**src/common/cps_pkg.sv**
```systemverilog
// cell protection sequencer constants and shared types
// assumes a single 125 MHz clock; sample rates derived by divider
package cps_pkg;
    localparam int CLK_HZ = 125_000_000;
    localparam int SLOW_RATE_HZ = 1;
    localparam int FAST_RATE_HZ = 4;
    localparam int SLOW_SAMPLE_CYCLES = CLK_HZ / SLOW_RATE_HZ;
    localparam int FAST_SAMPLE_CYCLES = CLK_HZ / FAST_RATE_HZ;
    localparam int RUN_LENGTH = 4;
    localparam logic [2:0] RUN_RESET = 3'h0;
    typedef enum logic [2:0] {
        CPS_SLEEP,
        CPS_ON,
        CPS_OFF_OVER,
        CPS_RECTIFY,
        CPS_OFF_UNDER,
        CPS_OFF_CURRENT
    } cps_state_t;
endpackage

```
**src/common/cps_tick_if.sv**
```systemverilog
// carrier for sample tick and rate select between timer and sequencer
// assumes both ends share the one clock
`timescale 1ns/1ps
interface cps_tick_if;
    logic fast_rate;
    logic sample_tick;
    modport timer (input fast_rate, output sample_tick);
    modport seq (output fast_rate, input sample_tick);
endinterface

```
**src/core/cps_sample_timer.sv**
```systemverilog
// sample timebase: one-cycle tick at 1 Hz or 4 Hz
// assumes restart pulse from sequencer realigns the interval
`timescale 1ns/1ps
module cps_sample_timer
    import cps_pkg::*;
#(
    parameter int SLOW_CYCLES = SLOW_SAMPLE_CYCLES,
    parameter int FAST_CYCLES = FAST_SAMPLE_CYCLES
)
(
    input wire logic clock,
    input wire logic srst,
    input wire logic restart,
    cps_tick_if.timer tick
);
    initial
    begin
        if (FAST_CYCLES < 2 || SLOW_CYCLES < FAST_CYCLES)
            $error("cps_sample_timer: bad interval parameters");
    end
    typedef struct packed {
        logic [31:0] count;
        logic tick;
    } cps_timer_t;
    cps_timer_t r;
    cps_timer_t next_r;
    logic [31:0] limit;
    always_comb
    begin
        limit = tick.fast_rate ? 32'(FAST_CYCLES - 1) : 32'(SLOW_CYCLES - 1);
        next_r = r;
        next_r.tick = 1'b0;
        if (restart)
            next_r.count = 32'h0000_0000;
        // >= so a switch to the short interval takes effect at once
        else if (r.count >= limit)
        begin
            next_r.count = 32'h0000_0000;
            next_r.tick = 1'b1;
        end
        else
            next_r.count = r.count + 32'h0000_0001;
    end
    always_ff @(posedge clock)
    begin
        if (srst)
            r <= '0;
        else
            r <= next_r;
    end
    assign tick.sample_tick = r.tick;
endmodule

```
**src/core/cps_sequencer.sv**
```systemverilog
// cell protection sequencer: sampled fault handling and gate control
// assumes comparator and detector levels arrive asynchronously from
// the analog front end and are synchronised here
`timescale 1ns/1ps
module cps_sequencer
    import cps_pkg::*;
#(
    parameter int SLOW_CYCLES = SLOW_SAMPLE_CYCLES,
    parameter int FAST_CYCLES = FAST_SAMPLE_CYCLES,
    parameter int RUN_COUNT = RUN_LENGTH
)
(
    input wire logic clock,
    input wire logic srst,
    input wire logic enable_pin,
    input wire logic above_upper_cell_limit,
    input wire logic below_lower_cell_limit,
    input wire logic above_safety_cell_limit,
    input wire logic load_detect,
    input wire logic charger_detect,
    input wire logic discharge_overcurrent,
    input wire logic high_impedance_detect,
    output logic switch_a_on,
    output logic switch_b_on,
    output logic rectification_bias,
    output logic cell_bypass_on,
    output logic overcharge_flag,
    output logic fast_sampling,
    output logic sleep_mode
);
    initial
    begin
        if (RUN_COUNT < 1 || RUN_COUNT > 7)
            $error("cps_sequencer: RUN_COUNT must be 1 to 7");
    end

    // ************************************************
    // input synchronisers
    // ************************************************
    localparam int NSYNC = 8;
    logic [NSYNC-1:0] raw_in;
    logic [NSYNC-1:0] sync_a;
    logic [NSYNC-1:0] sync_b;
    assign raw_in = {enable_pin, above_upper_cell_limit, below_lower_cell_limit,
        above_safety_cell_limit, load_detect, charger_detect,
        discharge_overcurrent, high_impedance_detect};
    genvar gi;
    generate
        for (gi = 0; gi < NSYNC; gi++)
        begin : g_sync
            always_ff @(posedge clock)
            begin
                if (srst)
                begin
                    sync_a[gi] <= 1'b0;
                    sync_b[gi] <= 1'b0;
                end
                else
                begin
                    sync_a[gi] <= raw_in[gi];
                    sync_b[gi] <= sync_a[gi];
                end
            end
        end
    endgenerate
    logic en_s, over_s, under_s, safe_s, load_s, chg_s, ocur_s, himp_s;
    assign {en_s, over_s, under_s, safe_s, load_s, chg_s, ocur_s, himp_s} = sync_b;

    // ************************************************
    // state
    // ************************************************
    typedef struct packed {
        cps_state_t state;
        logic [2:0] over_run;
        logic [2:0] under_run;
        logic [2:0] good_run;
        logic en_prev;
        logic fast;
        logic gate_a;
        logic gate_b;
        logic bias;
        logic bypass;
        logic hold;
        logic sleep;
    } cps_seq_t;
    cps_seq_t r;
    cps_seq_t next_r;
    logic restart;
    cps_tick_if tick_bus ();

    cps_sample_timer #(
        .SLOW_CYCLES(SLOW_CYCLES),
        .FAST_CYCLES(FAST_CYCLES)
    ) u_timer (
        .clock(clock),
        .srst(srst),
        .restart(restart),
        .tick(tick_bus.timer)
    );
    assign tick_bus.fast_rate = r.fast;

    function automatic logic [2:0] run_step(input logic [2:0] run, input logic hit);
        // a failing sample restarts the run; saturates at the target
        if (!hit)
            run_step = RUN_RESET;
        else if (run >= 3'(RUN_COUNT))
            run_step = run;
        else
            run_step = run + 3'h1;
    endfunction

    localparam logic [2:0] RUN_TOP = 3'(RUN_COUNT);
    logic sample;
    logic [2:0] over_nx, under_nx, good_nx;
    always_comb
    begin
        sample = tick_bus.sample_tick;
        over_nx = run_step(r.over_run, over_s);
        under_nx = run_step(r.under_run, under_s);
        good_nx = run_step(r.good_run, !over_s);
        next_r = r;
        next_r.en_prev = en_s;
        restart = 1'b0;
        if (sample)
        begin
            next_r.over_run = over_nx;
            next_r.under_run = under_nx;
            next_r.good_run = good_nx;
            if (over_s)
                next_r.fast = 1'b1;
            else if (good_nx == RUN_TOP)
                next_r.fast = 1'b0;
            if (!over_s)
                next_r.bypass = 1'b0;
        end
        if (!en_s)
        begin
            // sleep: pair off, history kept clear for the next wake-up
            next_r.state = CPS_SLEEP;
            next_r.over_run = RUN_RESET;
            next_r.under_run = RUN_RESET;
            next_r.good_run = RUN_RESET;
            next_r.fast = 1'b0;
            next_r.bypass = 1'b0;
        end
        else if (!r.en_prev)
        begin
            // rising edge: gate restored, sample memory cleared
            next_r.state = CPS_ON;
            next_r.over_run = RUN_RESET;
            next_r.under_run = RUN_RESET;
            next_r.good_run = RUN_RESET;
            next_r.fast = 1'b0;
            restart = 1'b1;
        end
        else
        begin
            case (r.state)
                CPS_ON:
                begin
                    if (sample && (safe_s || over_nx == RUN_TOP))
                    begin
                        // safety sample trips at once; on-time then is up to one interval at the current rate
                        next_r.state = CPS_OFF_OVER;
                        next_r.bypass = 1'b1;
                        next_r.good_run = RUN_RESET;
                        next_r.hold = 1'b0;
                    end
                    else if (sample && under_nx == RUN_TOP)
                        next_r.state = CPS_OFF_UNDER;
                end
                CPS_OFF_OVER:
                begin
                    // after a load-removal cut, full drive waits for a whole good run
                    if (load_s && over_s)
                        next_r.state = CPS_RECTIFY;
                    else if (sample && !over_s && (!r.hold || good_nx == RUN_TOP))
                        next_r.state = CPS_ON;
                end
                CPS_RECTIFY:
                begin
                    if (ocur_s)
                    begin
                        next_r.state = CPS_OFF_CURRENT;
                        next_r.good_run = RUN_RESET;
                    end
                    else if (sample && good_nx == RUN_TOP)
                        next_r.state = CPS_ON;
                    else if (!load_s)
                    begin
                        next_r.state = CPS_OFF_OVER;
                        next_r.hold = 1'b1;
                    end
                end
                CPS_OFF_UNDER:
                begin
                    if (chg_s)
                        next_r.state = CPS_ON;
                end
                CPS_OFF_CURRENT:
                begin
                    // on return the normal supervision takes over the load
                    if (himp_s || (sample && good_nx == RUN_TOP))
                        next_r.state = CPS_ON;
                end
                CPS_SLEEP:
                    next_r.state = CPS_SLEEP;
                default:
                    next_r.state = CPS_SLEEP;
            endcase
        end
        // two separate enables, both decoded the same way from the state
        next_r.gate_a = (next_r.state == CPS_ON) || (next_r.state == CPS_RECTIFY);
        next_r.gate_b = (next_r.state == CPS_ON) || (next_r.state == CPS_RECTIFY);
        next_r.bias = (next_r.state == CPS_RECTIFY);
        next_r.sleep = (next_r.state == CPS_SLEEP);
    end

    always_ff @(posedge clock)
    begin
        if (srst)
        begin
            r <= '0;
            r.state <= CPS_SLEEP;
            r.sleep <= 1'b1;
        end
        else
            r <= next_r;
    end

    // ************************************************
    // outputs, all registered
    // ************************************************
    assign switch_a_on = r.gate_a;
    assign switch_b_on = r.gate_b;
    assign rectification_bias = r.bias;
    assign cell_bypass_on = r.bypass;
    assign overcharge_flag = r.bypass;
    assign fast_sampling = r.fast;
    assign sleep_mode = r.sleep;
endmodule

```
**config.mk**
```make
export PLATFORM = sky130hd
export DESIGN_NAME = cps_sequencer
export DESIGN_NICKNAME = d
export VERILOG_FILES = /design/src/common/cps_pkg.sv /design/src/common/cps_tick_if.sv /design/src/core/cps_sample_timer.sv /design/src/core/cps_sequencer.sv
export SDC_FILE = /design/constraint.sdc
export NUM_CORES = 1
export LEC_CHECK = 0
export BUFFER_PORTS_ARGS = -buffer_cell sky130_fd_sc_hd__buf_2
export CAP_MARGIN = 15
export CORE_ASPECT_RATIO = 1.25
export CORE_UTILIZATION = 40
export DETAILED_ROUTE_END_ITERATION = 7
export GPL_ROUTABILITY_DRIVEN = 0
export PLACE_DENSITY = 0.59
export SETUP_SLACK_MARGIN = 0.4
export SYNTH_ARGS = -nofsm -noshare
export SYNTH_HDL_FRONTEND = slang
export SYNTH_SLANG_ARGS = --single-unit
```
**constraint.sdc**
```tcl
create_clock -name clock -period 2.8 [get_ports clock]
set_input_delay 0.28 -clock clock [delete_from_list [all_inputs] [get_ports clock]]
set_output_delay 0.28 -clock clock [all_outputs]
set_load 0.01 [all_outputs]
```
* Word level (Yosys, flattened, before mapping)
Index checks and enable logic that the tools add are counted.
** Word-level totals
- Input bits :: 10
- Flip-flop bits (word level) :: 68
** Cells by class
- Order comparisons :: 4
- Bitwise logic cells :: 2
- Add/subtract/negate cells :: 4
- Equality and inequality tests :: 14
- Reductions and logical operators :: 21
- Muxes and demuxes :: 39
** Operators with widths (count)
- $mux 3 :: 19
- $add 32x1->32 const B :: 1
- $ge 32x32->1 :: 1
- $mux 27 :: 1
- $eq 3x3->1 const B :: 5
- $pmux 3 s5 :: 1
- $mux 12 :: 1
- $mux 1 :: 11
- $add 3x1->3 const B :: 3
- $eq 3x2->1 const B :: 3
- $ge 3x3->1 const B :: 3
- $mux 9 :: 1
- $ne 2x2->1 const B :: 4
- $reduce_and 7->1 :: 1
- $eq 3x1->1 const B :: 2
- $logic_and 1x1->1 :: 6
- $mux 6 :: 1
- $pmux 3 s2 :: 1
- $reduce_or 3->1 :: 2
- $logic_or 1x1->1 :: 4
- $mux 2 :: 2
- $reduce_bool 2->1 :: 2
- $reduce_or 2->1 :: 2
- $logic_not 3->1 :: 1
- other kinds (4) :: 6

* Longest topological paths before layout
- Depth in word-level cells :: 13
- Gate-level depth with buffers :: 8
- Depth with buffers taken out :: 7

* Cells and area by module
Synthesis repeated with hierarchy kept, for this count alone.
** Unflattened totals
- Cell total of the unflattened synthesis :: 365
- Area total of the unflattened synthesis :: 3330.7 µm²
** Modules (own cells, without submodules)
- cps_sample_timer :: seq. area each 660.6 µm², cells each 197, area an instance 1834.3 µm², times used 1
- cps_sequencer :: seq. area each 700.7 µm², cells each 168, area an instance 1496.4 µm², times used 1

* Worst setup path before layout
Ideal clock, no wire load.
- Kind :: register to register
- Start :: register r, in the netlist fast_sampling
- End :: register u_timer.r[18] in the netlist's numbering
- Data required time :: 2.722 ns
- Cell stages (with the launch flop) :: 9
- Setup time :: 0.078 ns
- Period minus slack after synthesis :: 2.291 ns
- Slack :: 0.509 ns
- Arrival time :: 2.213 ns
- Cell sequence :: dfxtp_1 > inv_1 > ha_1 > a2111oi_0 > o21ai_0 > a211oi_1 > o21ai_2 > buf_2 > nor3_1
** Between the ends
- Cells in the longest elaborated chain, start to end :: 3
** Ends and longest elaborated chain
- from (decl) :: line cps_sequencer.sv:86 : cps_seq_t r;
- from (signal assigned) :: line cps_sequencer.sv:228 : r <= next_r;
- $mux 27 :: line cps_sample_timer.sv:30 : limit = tick.fast_rate ? 32'(FAST_CYCLES - 1) : 32'(SLOW_CYCLES - 1);
- $ge 32x32->1 :: line cps_sample_timer.sv:36 : else if (r.count >= limit)
- $reduce_or 3->1 (no line)
- to (signal assigned) :: line cps_sample_timer.sv:49 : r <= next_r;
- to (decl) :: line cps_sample_timer.sv:25 : cps_timer_t r;
No other way between the ends.
A chain may end at the register's enable or synchronous reset.

* Worst setup path after layout
- Start :: register r[8] in the netlist's numbering
- End :: register r[19] in the netlist's numbering
** Between the ends
- Cells in the longest elaborated chain, start to end :: 11
- Elaborated cells on any way between the ends :: 17
- Those cells by class :: 1 x add/sub; 1 x order compare; 1 x eq/ne; 10 x mux; 4 x reduce/logical
** Ends and longest elaborated chain
- $add 3x1->3 or $ge 3x3->1 (tied branches) :: line cps_sequencer.sv:109, cps_sequencer.sv:106
- $mux 3 * :: line cps_sequencer.sv:106 : else if (run >= 3'(RUN_COUNT))
- $mux 3 * :: line cps_sequencer.sv:104 : if (!hit)
- $eq 3x3->1 * :: line cps_sequencer.sv:177, cps_sequencer.sv:187, cps_sequencer.sv:203
- $logic_or 1x1->1 :: line cps_sequencer.sv:177 : else if (sample && !over_s && (!r.hold || good_nx == RUN_TOP))
- $logic_and 1x1->1 :: line cps_sequencer.sv:177
- $mux 3 :: line cps_sequencer.sv:177
- $mux 3 :: line cps_sequencer.sv:175 : if (load_s && over_s)
- $pmux 3 s5 * :: line cps_sequencer.sv:158 : case (r.state)
- $mux 3 * :: line cps_sequencer.sv:146 : else if (!r.en_prev)
- $mux 12 * :: line cps_sequencer.sv:136 : if (!en_s)
Every way passes the cells marked *; elsewhere a longest branch is shown, timed or not.

==> impl_metrics.tcl <==
set metrics [dict create \
    outcome "finished clean" \
    numCtsBuffers 9 \
    clk_latency_ps 350 \
    cp_max_fo 7 \
    design.core.area_sq_mm 0.007928 \
    cts_tree "built" \
    die-area_sq_mm 0.008653 \
    slew_headroom_pct 54.96 \
    hp-class "primary input to flop" \
    die_y_microns 103.8 \
    die_x_microns 83.40 \
    gr-usage-all-layers_pct 16.41 \
    placedInstanceArea_sq_mm 0.003477 \
    multi_input_area_sq_mm 0.001837 \
    rows 36 \
    root_buffer "clkbuf_8" \
    power_leakage_nw 1.313 \
    min_period_ps 2296 \
    ant_nets 0 \
    ys_warn_count 0 \
    hold_violations 0 \
    top_regs "u_timer.r: 32 flops, r: 14 flops, sync_a: 8 flops" \
    crit_type "flop to flop" \
    p_per_area_mw_per_mm2 505.8 \
    synth-seq-area-share_pct 41.09 \
    clock_skew_ps 10.73 \
    cp.arrival_ps 2530 \
    num-fill-cells 771 \
    antenna_found_initial 0 \
    grt_max_degree 27 \
    fmax_mhz 435.6 \
    synthCells 375 \
    clkSlewWorstSetupHoldPaths_ps 80 \
    grt_pass1_wl_microns 11390 \
    vdd_drop_max_mv 0.2178 \
    crit_path_end_kind "flop" \
    dp_slack_ps 296.2 \
    crit_chain "inv_1 > ha_1 > nor4bb_1 > o21ai_0 > a311o_1 > a22o_1 > nor2b_1" \
    synth_edf_count 0 \
    ys_async_sr_fraction_pct 0 \
    cpPeakStageDelay_ps 430 \
    nNetsFinal 428 \
    fin_area_sq_mm 0.003721 \
    post_drt_wl_per_cell_microns 13.85 \
    initial_utilization_pct 41.79 \
    diodes 0 \
    regArea_sq_mm 0.001361 \
    synth_top_flop_cell "dfxtp_1" \
    dp_hpwl_microns 4688 \
    slowest_stage "dfxtp_1" \
    p_total_mw 1.882 \
    wl_microns 6857 \
    drv_cap 0 \
    finalMaxSlewViolations 0 \
    synth.cell_area_sq_mm 0.003313 \
    finalSetupViolations 0 \
    syn_area_per_cell_sq_um 8.835 \
    drc 0 \
    vias 2662 \
    required_ps 3030 \
    synth-seq-cells 68 \
    overflow 0 \
    max_flop_register "u_timer.r" \
    largest_register_ff_count 32 \
    critPathLaunchType "flop" \
    grt_pass1_vias 2474 \
    final.setup.tns_ps 0 \
    fin_hold_ws_ps 136.6 \
    post-route-period-util_pct 81.99 \
    syn2layout_area_growth_pct 12.31 \
    synth_cell_types 53 \
    hold_buffers 0 \
    rsz0062_at_grt "false" \
    via_per_inst 5.378 \
    dr.pass1.iters 4 \
    port_buffers 16 \
    num_io_pins 17 \
    h-tree-depth 3 \
    cts_max_path_buffers 2 \
    tightest_slew_ps 675.5 \
    drt-initial-drc-count 138 \
    setup_ws_ps 504.4 \
    layout-drive-gt1-share_pct 13.25 \
    cts_num_sinks 68 \
]
[final cells by class]
cell class / instances / share of cell area, %
clock inverters: 7 / 2.051
well taps: 95 / 3.194
flip-flops and latches: 68 / 36.58
inverters: 21 / 2.118
repair buffers: 22 / 3.362
multi-input cells: 273 / 49.36
clock buffers: 9 / 3.329
[power by group]
part | internal (mW) | switching [mW]
Combinational | 0.0292 | 0.0489
Clock | 0.415 | 0.394
Sequential | 0.984 | 0.0109
Total | 1.43 | 0.454
[metal layers]
metal | share of wire, % | track usage (%) | up-vias
met5 | 0 | 0 | -
met4 | 1.7 | 7.020 | 0
met3 | 2.6 | 3.347 | 10
met2 | 51 | 28.57 | 38
met1 | 45 | 19.36 | 1264
li1 | - | - | 1350
[cell usage after synthesis, drive strengths merged, types with 2 or more instances]
| cell | n | share of area, % |
|---|---|---|
| a21oi | 17 | 2.6 |
| a31oi | 4 | 0.76 |
| nor3 | 42 | 6.8 |
| buf | 7 | 1.4 |
| nor4bb | 2 | 0.60 |
| nand3 | 13 | 2.0 |
| a211oi | 4 | 0.91 |
| xnor2 | 25 | 6.6 |
| inv | 21 | 2.4 |
| nand3b | 2 | 0.45 |
| o21bai | 2 | 0.45 |
| nand2b | 6 | 1.1 |
| clkbuf | 10 | 1.1 |
| or3 | 2 | 0.38 |
| nor3b | 6 | 1.4 |
| nand4b | 2 | 0.53 |
| nand2 | 29 | 3.3 |
| and3 | 4 | 0.76 |
| nand4 | 5 | 1.1 |
| nor2 | 21 | 2.4 |
| o21ai | 11 | 1.8 |
| nor4 | 5 | 1.8 |
| dfxtp | 68 | 41 |
| ha | 23 | 8.7 |
| nor2b | 21 | 4.0 |
| a22oi | 3 | 0.68 |
[logic make-up after synthesis]
family	Yosys count	synth area share, %
AO/OA/AOI/OAI	52	10.01
XOR/XNOR	26	6.873
adder cells (fa/ha/maj)	23	8.686
buffers and inverters	38	4.909
flip-flops	68	41.09
multiplexers	1	0.3399
other	1	0.1132
AND/OR/NAND/NOR	166	27.98
[what timing repair did]
action | 4_1_cts | 5_1_grt
pin swaps | 0 | 2
setup endpoints to repair | 26 | 27
gates resized for setup | 1 | 4
setup buffers | 0 | 1
gates cloned | 0 | 1
[stage by stage]
stage	util [%]	std cells
2_1_floorplan	-	378
3_3_place_gp	43.86	477
3_5_place_dp	43.86	477
4_1_cts	46.48	493
5_1_grt	46.94	495
6_report	46.94	495
[worst paths after layout]
check                   startpoint  slack [ps]  cells past startpoint        end
min          high_impedance_detect         140                      2  sync_a[0]
max                           r[8]         500                      7      r[19]
max reg2reg                   r[8]         500                      7      r[19]
min reg2reg              sync_a[4]         430                      1     safe_s
[placed cells by master, fill, tap and decap left out, types with 9 or more instances in the layout]
cell type and instances:
dfxtp_1 68, nor3_1 39, nand2_1 29, xnor2_1 25, ha_1 23, inv_1 21, nor2b_1 21, nor2_1 21
a21oi_1 17, buf_2 16, nand3_1 13, o21ai_0 10, clkbuf_8 9
[critical path: cells and delay by family (launching register included)]
kind | cells | cell delay (ps)
AOI/OAI and AO/OA | 3 | 890
adders and majority gates | 1 | 320
buffers and inverters | 1 | 70
DFF | 1 | 430
and+or+nand+nor | 2 | 460
No activity file was read; power rests on OpenSTA's default activity.
